<file path="config.mk">
export PLATFORM = sky130hd
export DESIGN_NAME = mrpc_port_config
export DESIGN_NICKNAME = d
export VERILOG_FILES = /design/src/include/mrpc_pkg.sv /design/src/hdl/mrpc_port_config.sv
export SDC_FILE = /design/constraint.sdc
export NUM_CORES = 1
export LEC_CHECK = 0
export BUFFER_PORTS_ARGS = -buffer_cell sky130_fd_sc_hd__buf_2
export CORE_MARGIN = 2
export CORE_UTILIZATION = 50
export CTS_BUF_LIST = sky130_fd_sc_hd__clkbuf_8
export CTS_CLUSTER_DIAMETER = 60
export DETAILED_ROUTE_END_ITERATION = 8
export PLACE_DENSITY = 0.81
export SETUP_SLACK_MARGIN = 0.4
export SLEW_MARGIN = 30
export SYNTH_ARGS = -nofsm -noshare
export SYNTH_HDL_FRONTEND = slang
export SYNTH_SLANG_ARGS = --single-unit
</file>
<file path="constraint.sdc">
create_clock -name clk_i -period 2.6 [get_ports clk_i]
set_clock_uncertainty 0.15 [all_clocks]
set_input_delay 0.39 -clock clk_i [delete_from_list [all_inputs] [get_ports clk_i]]
set_output_delay 0.39 -clock clk_i [all_outputs]
set_load 0.05 [all_outputs]
</file>
<file path="src/include/mrpc_pkg.sv">
// Constants for the port 3 / port 4 media link configuration block
package mrpc_pkg;
    // ----------------------------------------------------------------
    // Register offsets
    // ----------------------------------------------------------------
    localparam logic [7:0] ADDR_P3_LINK_CTRL  = 8'hCF;
    localparam logic [7:0] ADDR_P3_ROLE_SEL   = 8'hDF;
    localparam logic [7:0] ADDR_TEST_THREE    = 8'hEF;
    localparam logic [7:0] ADDR_CLK_PHASE     = 8'hFF;
    // ----------------------------------------------------------------
    // Field positions
    // ----------------------------------------------------------------
    localparam int BIT_HALF_DUPLEX = 7;
    localparam int BIT_FLOW_CTRL   = 6;
    localparam int BIT_SPEED_10    = 5;
    localparam int BIT_MAC_ROLE    = 6;
    localparam int BIT_TX_INVERT   = 6;
    localparam int BIT_RX_INVERT   = 4;
    // ----------------------------------------------------------------
    // Reset and fixed reserved values
    // ----------------------------------------------------------------
    localparam logic [7:0] RST_P3_LINK_CTRL = 8'h00;
    localparam logic [7:0] RST_P3_ROLE_SEL  = 8'h00;
    localparam logic [7:0] RST_CLK_PHASE    = 8'h00;
    localparam logic [7:0] FIX_ROLE_RSVD    = 8'h2C;
    localparam logic [7:0] FIX_TEST_THREE   = 8'h32;
    localparam logic [7:0] RD_UNMAPPED      = 8'h00;
    // ----------------------------------------------------------------
    // Scheduler
    // ----------------------------------------------------------------
    localparam int          NUM_QUEUES   = 4;
    localparam int          WEIGHT_W     = 4;
    localparam logic [1:0]  TOP_QUEUE    = 2'h3;
    localparam logic [1:0]  LOW_LAST     = 2'h2;
endpackage

</file>
<file path="src/hdl/mrpc_port_config.sv">
// Port 3 media link and port 4 reduced link configuration with queue scheduler
`timescale 1ns/10ps
// Behaviour
// RULE_01 - Port 3 duplex bit set gives half duplex; clear gives full duplex.
// RULE_02 - Port 3 flow-control bit set enables full-duplex pause; clear disables it.
// RULE_03 - Port 3 speed bit set selects 10 Mbps; clear selects 100 Mbps.
// RULE_04 - Role bit set makes port 3 act as MAC; clear as PHY.
// RULE_05 - Transmit invert bit clocks port 4 output data on reference falling edge.
// RULE_06 - Receive invert bit inverts the port 4 receive reference clock output.
// RULE_07 - Software sets two or four queues before per-priority ingress limiting; the block has no queue-count setting and always uses four queues.
// RULE_08 - Top queue gets its exact rate; lower queues share by weight ratio.
// RULE_09 - Reserved fields read fixed values; writes never alter them.
module mrpc_port_config (
    input  wire logic                                          clk_i,
    input  wire logic                                          resetn_i,
    input  wire logic [7:0]                                    reg_addr_i,
    input  wire logic [7:0]                                    reg_wdata_i,
    input  wire logic                                          reg_wr_i,
    input  wire logic                                          reg_rd_i,
    output logic      [7:0]                                    reg_rdata_o,
    output logic                                               p3_half_duplex_o,
    output logic                                               p3_pause_en_o,
    output logic                                               p3_speed_10_o,
    output logic                                               p3_mac_role_o,
    input  wire logic                                          port4_tx_ref_clock_i,
    input  wire logic [1:0]                                    p4_tx_data_i,
    output logic      [1:0]                                    p4_txd_o,
    output logic                                               port4_rx_ref_clock_o,
    input  wire logic                                          sched_req_i,
    input  wire logic [mrpc_pkg::NUM_QUEUES-1:0]               q_pending_i,
    input  wire logic                                          top_rate_ok_i,
    input  wire logic [3*mrpc_pkg::WEIGHT_W-1:0]               low_weight_i,
    output logic      [mrpc_pkg::NUM_QUEUES-1:0]               q_grant_o
);
    // ----------------------------------------------------------------
    // Register file
    // ----------------------------------------------------------------
    logic [2:0] link_ctrl;
    logic       role_mac;
    logic       tx_inv;
    logic       rx_inv;

    always_ff @(posedge clk_i or negedge resetn_i) begin
        if (!resetn_i) begin
            link_ctrl <= mrpc_pkg::RST_P3_LINK_CTRL[7:5];
            role_mac  <= mrpc_pkg::RST_P3_ROLE_SEL[mrpc_pkg::BIT_MAC_ROLE];
            tx_inv    <= mrpc_pkg::RST_CLK_PHASE[mrpc_pkg::BIT_TX_INVERT];
            rx_inv    <= mrpc_pkg::RST_CLK_PHASE[mrpc_pkg::BIT_RX_INVERT];
        end else if (reg_wr_i) begin
            // Only documented control bits take writes; reserved bits stay fixed [RULE_09]
            case (reg_addr_i)
                mrpc_pkg::ADDR_P3_LINK_CTRL: begin
                    link_ctrl <= reg_wdata_i[7:5];
                end
                mrpc_pkg::ADDR_P3_ROLE_SEL: begin
                    role_mac <= reg_wdata_i[mrpc_pkg::BIT_MAC_ROLE];
                end
                mrpc_pkg::ADDR_CLK_PHASE: begin
                    tx_inv <= reg_wdata_i[mrpc_pkg::BIT_TX_INVERT];
                    rx_inv <= reg_wdata_i[mrpc_pkg::BIT_RX_INVERT];
                end
                default: begin
                end
            endcase
        end
    end

    logic [7:0] next_rdata;
    always_comb begin
        next_rdata = mrpc_pkg::RD_UNMAPPED;
        case (reg_addr_i)
            mrpc_pkg::ADDR_P3_LINK_CTRL: begin
                next_rdata = {link_ctrl, 5'h00};
            end
            mrpc_pkg::ADDR_P3_ROLE_SEL: begin
                next_rdata = mrpc_pkg::FIX_ROLE_RSVD;                                 // [RULE_09]
                next_rdata[mrpc_pkg::BIT_MAC_ROLE] = role_mac;
            end
            mrpc_pkg::ADDR_TEST_THREE: begin
                next_rdata = mrpc_pkg::FIX_TEST_THREE;                                // [RULE_09]
            end
            mrpc_pkg::ADDR_CLK_PHASE: begin
                next_rdata = 8'h00;
                next_rdata[mrpc_pkg::BIT_TX_INVERT] = tx_inv;
                next_rdata[mrpc_pkg::BIT_RX_INVERT] = rx_inv;
            end
            default: begin
                next_rdata = mrpc_pkg::RD_UNMAPPED;
            end
        endcase
    end

    always_ff @(posedge clk_i or negedge resetn_i) begin
        if (!resetn_i) begin
            reg_rdata_o <= 8'h00;
        end else if (reg_rd_i) begin
            reg_rdata_o <= next_rdata;
        end
    end

    // ----------------------------------------------------------------
    // Port 3 link mode
    // ----------------------------------------------------------------
    always_ff @(posedge clk_i or negedge resetn_i) begin
        if (!resetn_i) begin
            p3_half_duplex_o <= 1'b0;
            p3_pause_en_o    <= 1'b0;
            p3_speed_10_o    <= 1'b0;
            p3_mac_role_o    <= 1'b0;
        end else begin
            p3_half_duplex_o <= link_ctrl[2];                                         // [RULE_01]
            // Pause frames only mean anything on a full-duplex link
            p3_pause_en_o    <= link_ctrl[1] & ~link_ctrl[2];                         // [RULE_02]
            p3_speed_10_o    <= link_ctrl[0];                                         // [RULE_03]
            p3_mac_role_o    <= role_mac;                                             // [RULE_04]
        end
    end

    // ----------------------------------------------------------------
    // Port 4 reference clock phase
    // ----------------------------------------------------------------
    logic ref_s1;
    logic ref_s2;
    logic ref_s3;
    logic ref_edge;

    always_ff @(posedge clk_i or negedge resetn_i) begin
        if (!resetn_i) begin
            ref_s1 <= 1'b0;
            ref_s2 <= 1'b0;
            ref_s3 <= 1'b0;
        end else begin
            ref_s1 <= port4_tx_ref_clock_i;
            ref_s2 <= ref_s1;
            ref_s3 <= ref_s2;
        end
    end

    // Rising edge normally, falling edge when inverted
    assign ref_edge = (ref_s2 ^ tx_inv) & ~(ref_s3 ^ tx_inv);                         // [RULE_05]

    always_ff @(posedge clk_i or negedge resetn_i) begin
        if (!resetn_i) begin
            p4_txd_o <= 2'h0;
        end else if (ref_edge) begin
            p4_txd_o <= p4_tx_data_i;                                                 // [RULE_05]
        end
    end

    // Forwarded copy of the reference; lags the pin by three clocks (ref_s1, ref_s2, then this output register)
    always_ff @(posedge clk_i or negedge resetn_i) begin
        if (!resetn_i) begin
            port4_rx_ref_clock_o <= 1'b0;
        end else begin
            port4_rx_ref_clock_o <= ref_s2 ^ rx_inv;                                  // [RULE_06]
        end
    end

    // ----------------------------------------------------------------
    // Egress queue scheduler
    // ----------------------------------------------------------------
    logic [1:0]                   low_ptr;
    logic [mrpc_pkg::WEIGHT_W-1:0] low_cnt;
    logic [mrpc_pkg::WEIGHT_W-1:0] cur_weight;
    logic                          top_go;
    logic                          low_go;
    logic [1:0]                    next_ptr;

    assign cur_weight = low_weight_i[low_ptr*mrpc_pkg::WEIGHT_W +: mrpc_pkg::WEIGHT_W];
    assign top_go     = q_pending_i[mrpc_pkg::TOP_QUEUE] & top_rate_ok_i;            // [RULE_08]
    assign low_go     = q_pending_i[low_ptr] & (low_cnt < cur_weight);
    assign next_ptr   = (low_ptr == mrpc_pkg::LOW_LAST) ? 2'h0 : 2'(low_ptr + 2'h1);

    always_ff @(posedge clk_i or negedge resetn_i) begin
        if (!resetn_i) begin
            q_grant_o <= '0;
            low_ptr   <= 2'h0;
            low_cnt   <= '0;
        end else begin
            q_grant_o <= '0;
            if (sched_req_i) begin
                if (top_go) begin
                    q_grant_o[mrpc_pkg::TOP_QUEUE] <= 1'b1;                           // [RULE_08]
                end else if (low_go) begin
                    // Weighted share among the lower queues
                    q_grant_o[low_ptr] <= 1'b1;                                       // [RULE_08]
                    low_cnt            <= mrpc_pkg::WEIGHT_W'(low_cnt + 1'b1);
                end else begin
                    low_ptr <= next_ptr;
                    low_cnt <= '0;
                end
            end
        end
    end

    // ----------------------------------------------------------------
    // Assertions
    // ----------------------------------------------------------------
    property p_half_duplex;
        @(posedge clk_i) disable iff (!resetn_i)
        (reg_wr_i && reg_addr_i == mrpc_pkg::ADDR_P3_LINK_CTRL) |-> ##2 p3_half_duplex_o == $past(reg_wdata_i[7], 2);
    endproperty
    a_half_duplex: assert property (p_half_duplex) else $error("duplex output does not follow write"); // [RULE_01]

    property p_pause;
        @(posedge clk_i) disable iff (!resetn_i)
        p3_pause_en_o |-> !p3_half_duplex_o;
    endproperty
    a_pause: assert property (p_pause) else $error("pause enabled on half duplex link"); // [RULE_02]

    property p_speed;
        @(posedge clk_i) disable iff (!resetn_i)
        (reg_wr_i && reg_addr_i == mrpc_pkg::ADDR_P3_LINK_CTRL) |-> ##2 p3_speed_10_o == $past(reg_wdata_i[5], 2);
    endproperty
    a_speed: assert property (p_speed) else $error("speed output does not follow write"); // [RULE_03]

    property p_role;
        @(posedge clk_i) disable iff (!resetn_i)
        (reg_wr_i && reg_addr_i == mrpc_pkg::ADDR_P3_ROLE_SEL) |-> ##2 p3_mac_role_o == $past(reg_wdata_i[6], 2);
    endproperty
    a_role: assert property (p_role) else $error("role output does not follow write"); // [RULE_04]

    property p_tx_edge;
        @(posedge clk_i) disable iff (!resetn_i)
        $changed(p4_txd_o) |-> ($past(ref_s2) ^ $past(tx_inv)) && !($past(ref_s3) ^ $past(tx_inv))
                               && (p4_txd_o == $past(p4_tx_data_i));
    endproperty
    a_tx_edge: assert property (p_tx_edge) else $error("transmit data changed off the active edge"); // [RULE_05]

    property p_rx_phase;
        @(posedge clk_i) disable iff (!resetn_i)
        ##1 port4_rx_ref_clock_o == ($past(ref_s2) ^ $past(rx_inv));
    endproperty
    a_rx_phase: assert property (p_rx_phase) else $error("receive reference phase wrong"); // [RULE_06]

    property p_top_first;
        @(posedge clk_i) disable iff (!resetn_i)
        (sched_req_i && q_pending_i[3] && top_rate_ok_i) |=> q_grant_o == 4'h8;
    endproperty
    a_top_first: assert property (p_top_first) else $error("top queue not granted first"); // [RULE_08]

    property p_top_limit;
        @(posedge clk_i) disable iff (!resetn_i)
        q_grant_o[3] |-> $past(top_rate_ok_i) && $past(sched_req_i);
    endproperty
    a_top_limit: assert property (p_top_limit) else $error("top queue granted beyond its rate"); // [RULE_08]

    property p_reserved;
        @(posedge clk_i) disable iff (!resetn_i)
        (reg_rd_i && reg_addr_i == mrpc_pkg::ADDR_TEST_THREE) |=> reg_rdata_o == 8'h32;
    endproperty
    a_reserved: assert property (p_reserved) else $error("reserved register value changed"); // [RULE_09]

    property p_role_rsvd;
        @(posedge clk_i) disable iff (!resetn_i)
        (reg_rd_i && reg_addr_i == mrpc_pkg::ADDR_P3_ROLE_SEL) |=> reg_rdata_o[5:0] == 6'h2C;
    endproperty
    a_role_rsvd: assert property (p_role_rsvd) else $error("role register reserved bits altered"); // [RULE_09]
endmodule

</file>
# Word-level counts from Yosys, hierarchy flattened
# Cells that the tools add are included.
# W data, S select, Z words.
# classes
add_sub_neg	2
n_mul	0
div_mod_pow	0
magnitude_cmp	3
eq_ne	5
n_shift	1
mux	11
bitwise_logic	11
n_reduce_logical	6
# op_table
operator	count
$eq A8 B8 Y1 const B	4
$pmux W8 S4	1
$mux W4	3
$shiftx A12 B5 Y4	1
$reduce_and A2 Y1	4
$add A4 B1 Y4 const B	1
$and A1 B1 Y1	4
$lt A4 B4 Y1	1
$not A1 Y1	4
$lt A2 B3 Y1 const B	1
$mux W1	3
$mux W3	1
$reduce_and A3 Y1	1
$xor A1 B1 Y1	3
$add A2 B1 Y2 const B	1
$bmux W1 S2	1
$demux W1 S2	1
$eq A2 B2 Y1 const B	1
$ge A2 B1 Y1 const B	1
$mux W2	1
$logic_and A1 B1 Y1	1
# totals
ff_bits	34
latch_bits	0
ram_bits	0
rom_bits	0
input_bits	41
out_inout_bits	19
elab_cells	56
memories	0

# Longest topological paths before layout
# depth
word_depth	7
ltp_mapped	10
depth_no_buf	9

# Least setup slack after synthesis
# OpenSTA, ideal clock, no wires.
# synth_path
path_type	register to register
startpoint	register low_ptr[1]
endpoint	register low_ptr[1]
setup_ps	125
arrival_ps	1983
required_time_ps	2325
path_slack_ps	341
stages_incl_launch_ff	11
n_path_buf	1
synth_period_minus_slack_ps	2259
path_cell_list	dfrtp_1 > buf_4 > mux2i_1 > nor2_1 > a21oi_1 > ha_1 > nand3_1 > a221o_1 > o2111ai_4 > and2_4 > mux2_4
# synth_between
elab_chain_len	5
elab_cells_between_ends	10
cone_classes	add/sub (1); order compare (1); eq/ne (1); shift (1); mux (3); bitwise (2); reduce/logical (1)
# synth_rtl
item	line_no	rtl
from (decl)	mrpc_port_config.sv:162	logic [1:0] low_ptr;
from (signal assigned)	mrpc_port_config.sv:189	low_ptr <= next_ptr;
$shiftx A12 B5 Y4 / $bmux W1 S2 (equally long branches)	mrpc_port_config.sv:169, mrpc_port_config.sv:171	
$lt A4 B4 Y1 / $mux W1 (equally long branches)	mrpc_port_config.sv:171	assign low_go = q_pending_i[low_ptr] & (low_cnt < cur_weight);
$and A1 B1 Y1	mrpc_port_config.sv:171	
$not A1 Y1 (no source line)	--	
$reduce_and A3 Y1 (no source line)	--	
# Parallel ways exist; a longest one is shown, timed or not. The select of a mux whose other input is x is not followed.
# A chain may end at the register's enable or synchronous reset.

# Final worst setup path
# Same ends and word-level chain as after synthesis.

==> results.cfg <==
[outcome]
run_status = finished, violations left
violations = hold timing

[setup_path]
cp.arrival_ns = 2.34
timing.rr.start = low_ptr[1]$_DFFE_PN0P_
reg2reg_setup_slack_ns = 0.28
required_ns = 2.61
end_kind = flop
path_cells = and2b_4, a21oi_2, ha_1, nand3_1, a221o_1, o2111ai_4, and2_4, mux2_4
max_stage_delay_ns = 0.45
reg2reg_depth = 8
rr_endpoint = low_ptr[1]$_DFFE_PN0P_
path_buf_inv = 0
startpoint_type = flop
crit_type = reg -> reg
crit_path_top_delay_cell = dfrtp_2
cpLargestDelayFamily = simple AND/OR/NAND/NOR gates
path_max_fanout = 6

[route]
drt-initial-drc-count = 56
vias_per_cell = 5.52
post_drt_wl_per_cell_um = 14.0
firstDrtPassIters = 6
routed_wl_um = 3250
dr_wl_met3_um = 247
wl_met2_um = 1690
antenna_left = 0
highest_layer = met4
wl_met1_um = 1220
vias = 1286
drc_errors = 0

[layout]
diodes = 0
layout_common_cells = buf_2, dfrtp_1, nand2_1
stdcell_count = 233
syn_to_final_growth_pct = 28.0
fin_util_pct = 66.4
fin_nets = 245
final_common_cell = buf_2
n_fill_cell = 238
design_area_mm2 = 0.00199
drive_gt1_share_pct = 44.5

[sta]
setup_tns_ns = 0
setup_slack_ns = 0.276
fmax_mhz = 430
slew_headroom_pct = 54.9
drv_slew = 0
period_minus_slack_ns = 2.32
setup_viol = 0
rsz0062_at_grt = true
finalCritPeriodShare_pct = 89.4
hold_viol = 13
whs_ns = -0.00642
worst_pin_slew_ns = 0.677

[clock_network]
cts-root-buf = clkbuf_8
path_clk_slew_ns = 0.06
cts_buffer_depth = 2
ctsHtreeMaxLevel = 2
cts_tree = built
clkLatencyLatePin_ns = 0.28
numCtsBuffers = 5
clock-sinks = 32

[floorplan]
core_area_mm2 = 0.00300
row_count = 20
initial_core_util_pct = 51.9
pin_count = 60
die_area_mm2 = 0.00358
die_x_um = 59.8
die_h_um = 59.8

[logic_synthesis]
synthCells = 141
async_flop_share_pct = 100
synth_xor_area_share_pct = 0.562
syn-num-nets = 186
yosysWarnings = 0
yosysSeqAreaShare_pct = 51.4
synthAdderAreaFrac_pct = 3.21
synth_edf_count = 0
yosysUniqueCellTypes = 38
yosys_most_used_dff = dfrtp_1
synth_top_family_by_area = simple AND/OR/NAND/NOR gates
muxShareOfSynthArea_pct = 11.6
synthSimpleGateAreaFrac_pct = 16.1
synth_compound_area_share_pct = 12.5
syn_area_mm2 = 0.00156
synth-seq-cells = 32
postSynthAreaPerCell_um2 = 11.0

[run]
drv_cap = 0

[placement]
io_buffers = 54
dpl_worst_slack_ns = 0.186
post-place-cells = 223
hpwlAfterDp_um = 2500
place_congestion = 0.788
placed_cell_area_mm2 = 0.00184

[pwr]
powerDensity_mw_per_mm2 = 841
ir_worst_vdd_mv = 0.633
design_power_total_mw = 1.68
power.leakage_nw = 0.998

[global_routing]
antenna_found_initial = 0
grt_use_total_pct = 20.2
overflow = 0
grt_pass1_vias = 1309
grt_max_degree = 33
grt_pass1_wl_um = 5330

[hold_path]
min-delay-path-class = in -> async
timing repair:
item	4_1_cts	5_1_grt
setup buffers	1	2
endpoints found under the setup margin	6	10
resized for setup	2	5
pin swaps	2	5
hold buffers	0	0
final cells by class:
class	count	area, um^2	share of cell area (%)
multi-input cells	96	723	36.3
repair buffers	59	308	15.4
clock buffers	7	96.3	4.83
well taps	33	41.3	2.07
inverters	6	22.5	1.13
flip-flops and latches	32	802	40.2
report_power, final:
part / switching (mW) / internal (mW) / leakage (nW)
Sequential: 0.0698 / 0.562 / 0.423
Clock: 0.164 / 0.235 / 0.0503
Combinational: 0.344 / 0.301 / 0.525
Total: 0.578 / 1.10 / 0.998
cells by family (layout without fill, tap and decap cells):
| family | count (synthesis) | in the layout |
|---|---|---|
| buffers and inverters | 13 | 72 |
| DFF | 32 | 32 |
| adders and majority gates | 4 | 4 |
| AOI/OAI and AO/OA | 28 | 28 |
| xor gates and xnor gates | 1 | 1 |
| other | 1 | 1 |
| muxes | 15 | 15 |
| and+or+nand+nor | 47 | 47 |
how the worst max path moves through the flow:
stage / from / end / cells after the start
after global routing: low_ptr[1]$_DFFE_PN0P_ / low_ptr[1]$_DFFE_PN0P_ / 8
after CTS: low_ptr[1]$_DFFE_PN0P_ / low_ptr[1]$_DFFE_PN0P_ / 8
after global placement: low_ptr[1]$_DFFE_PN0P_ / low_ptr[1]$_DFFE_PN0P_ / 8
after detailed placement: low_ptr[1]$_DFFE_PN0P_ / low_ptr[1]$_DFFE_PN0P_ / 8
after floorplan: low_ptr[1]$_DFFE_PN0P_ / low_ptr[1]$_DFFE_PN0P_ / 10
final: low_ptr[1]$_DFFE_PN0P_ / low_ptr[1]$_DFFE_PN0P_ / 8
state kept, by name, indices dropped and copies added, names as in the netlist:
name and cells:
reg_rdata_o 6, ref_s2 1, ref_s3 1, ref_s1 1, rx_inv 1, role_mac 1
link_ctrl 3, low_ptr 2, tx_inv 1, low_cnt 4, port4_rx_ref_clock_o 1, p3_pause_en_o 1
p3_speed_10_o 1, p3_half_duplex_o 1, p3_mac_role_o 1, q_grant_o 4, p4_txd_o 2
cell usage after synthesis, types with 4 or more instances:
cell	n	area share (%)
a21oi_1	8	2.6
dfrtp_1	32	51
ha_1	4	3.2
inv_1	6	1.4
mux2_2	10	7.2
nand2_1	11	2.7
nand2b_1	4	1.6
nand3_1	7	2.2
nor2_1	7	1.7
nor3_1	7	2.2
o21ai_0	6	1.9
per-layer routing:
layer	vias to the layer above	GRT usage [%]
met3	9	6.93
met1	602	20.4
li1	613	-
met2	62	36.6
met5	-	0
met4	0	9.21
Note: power is estimated with default switching activity, not from simulation.
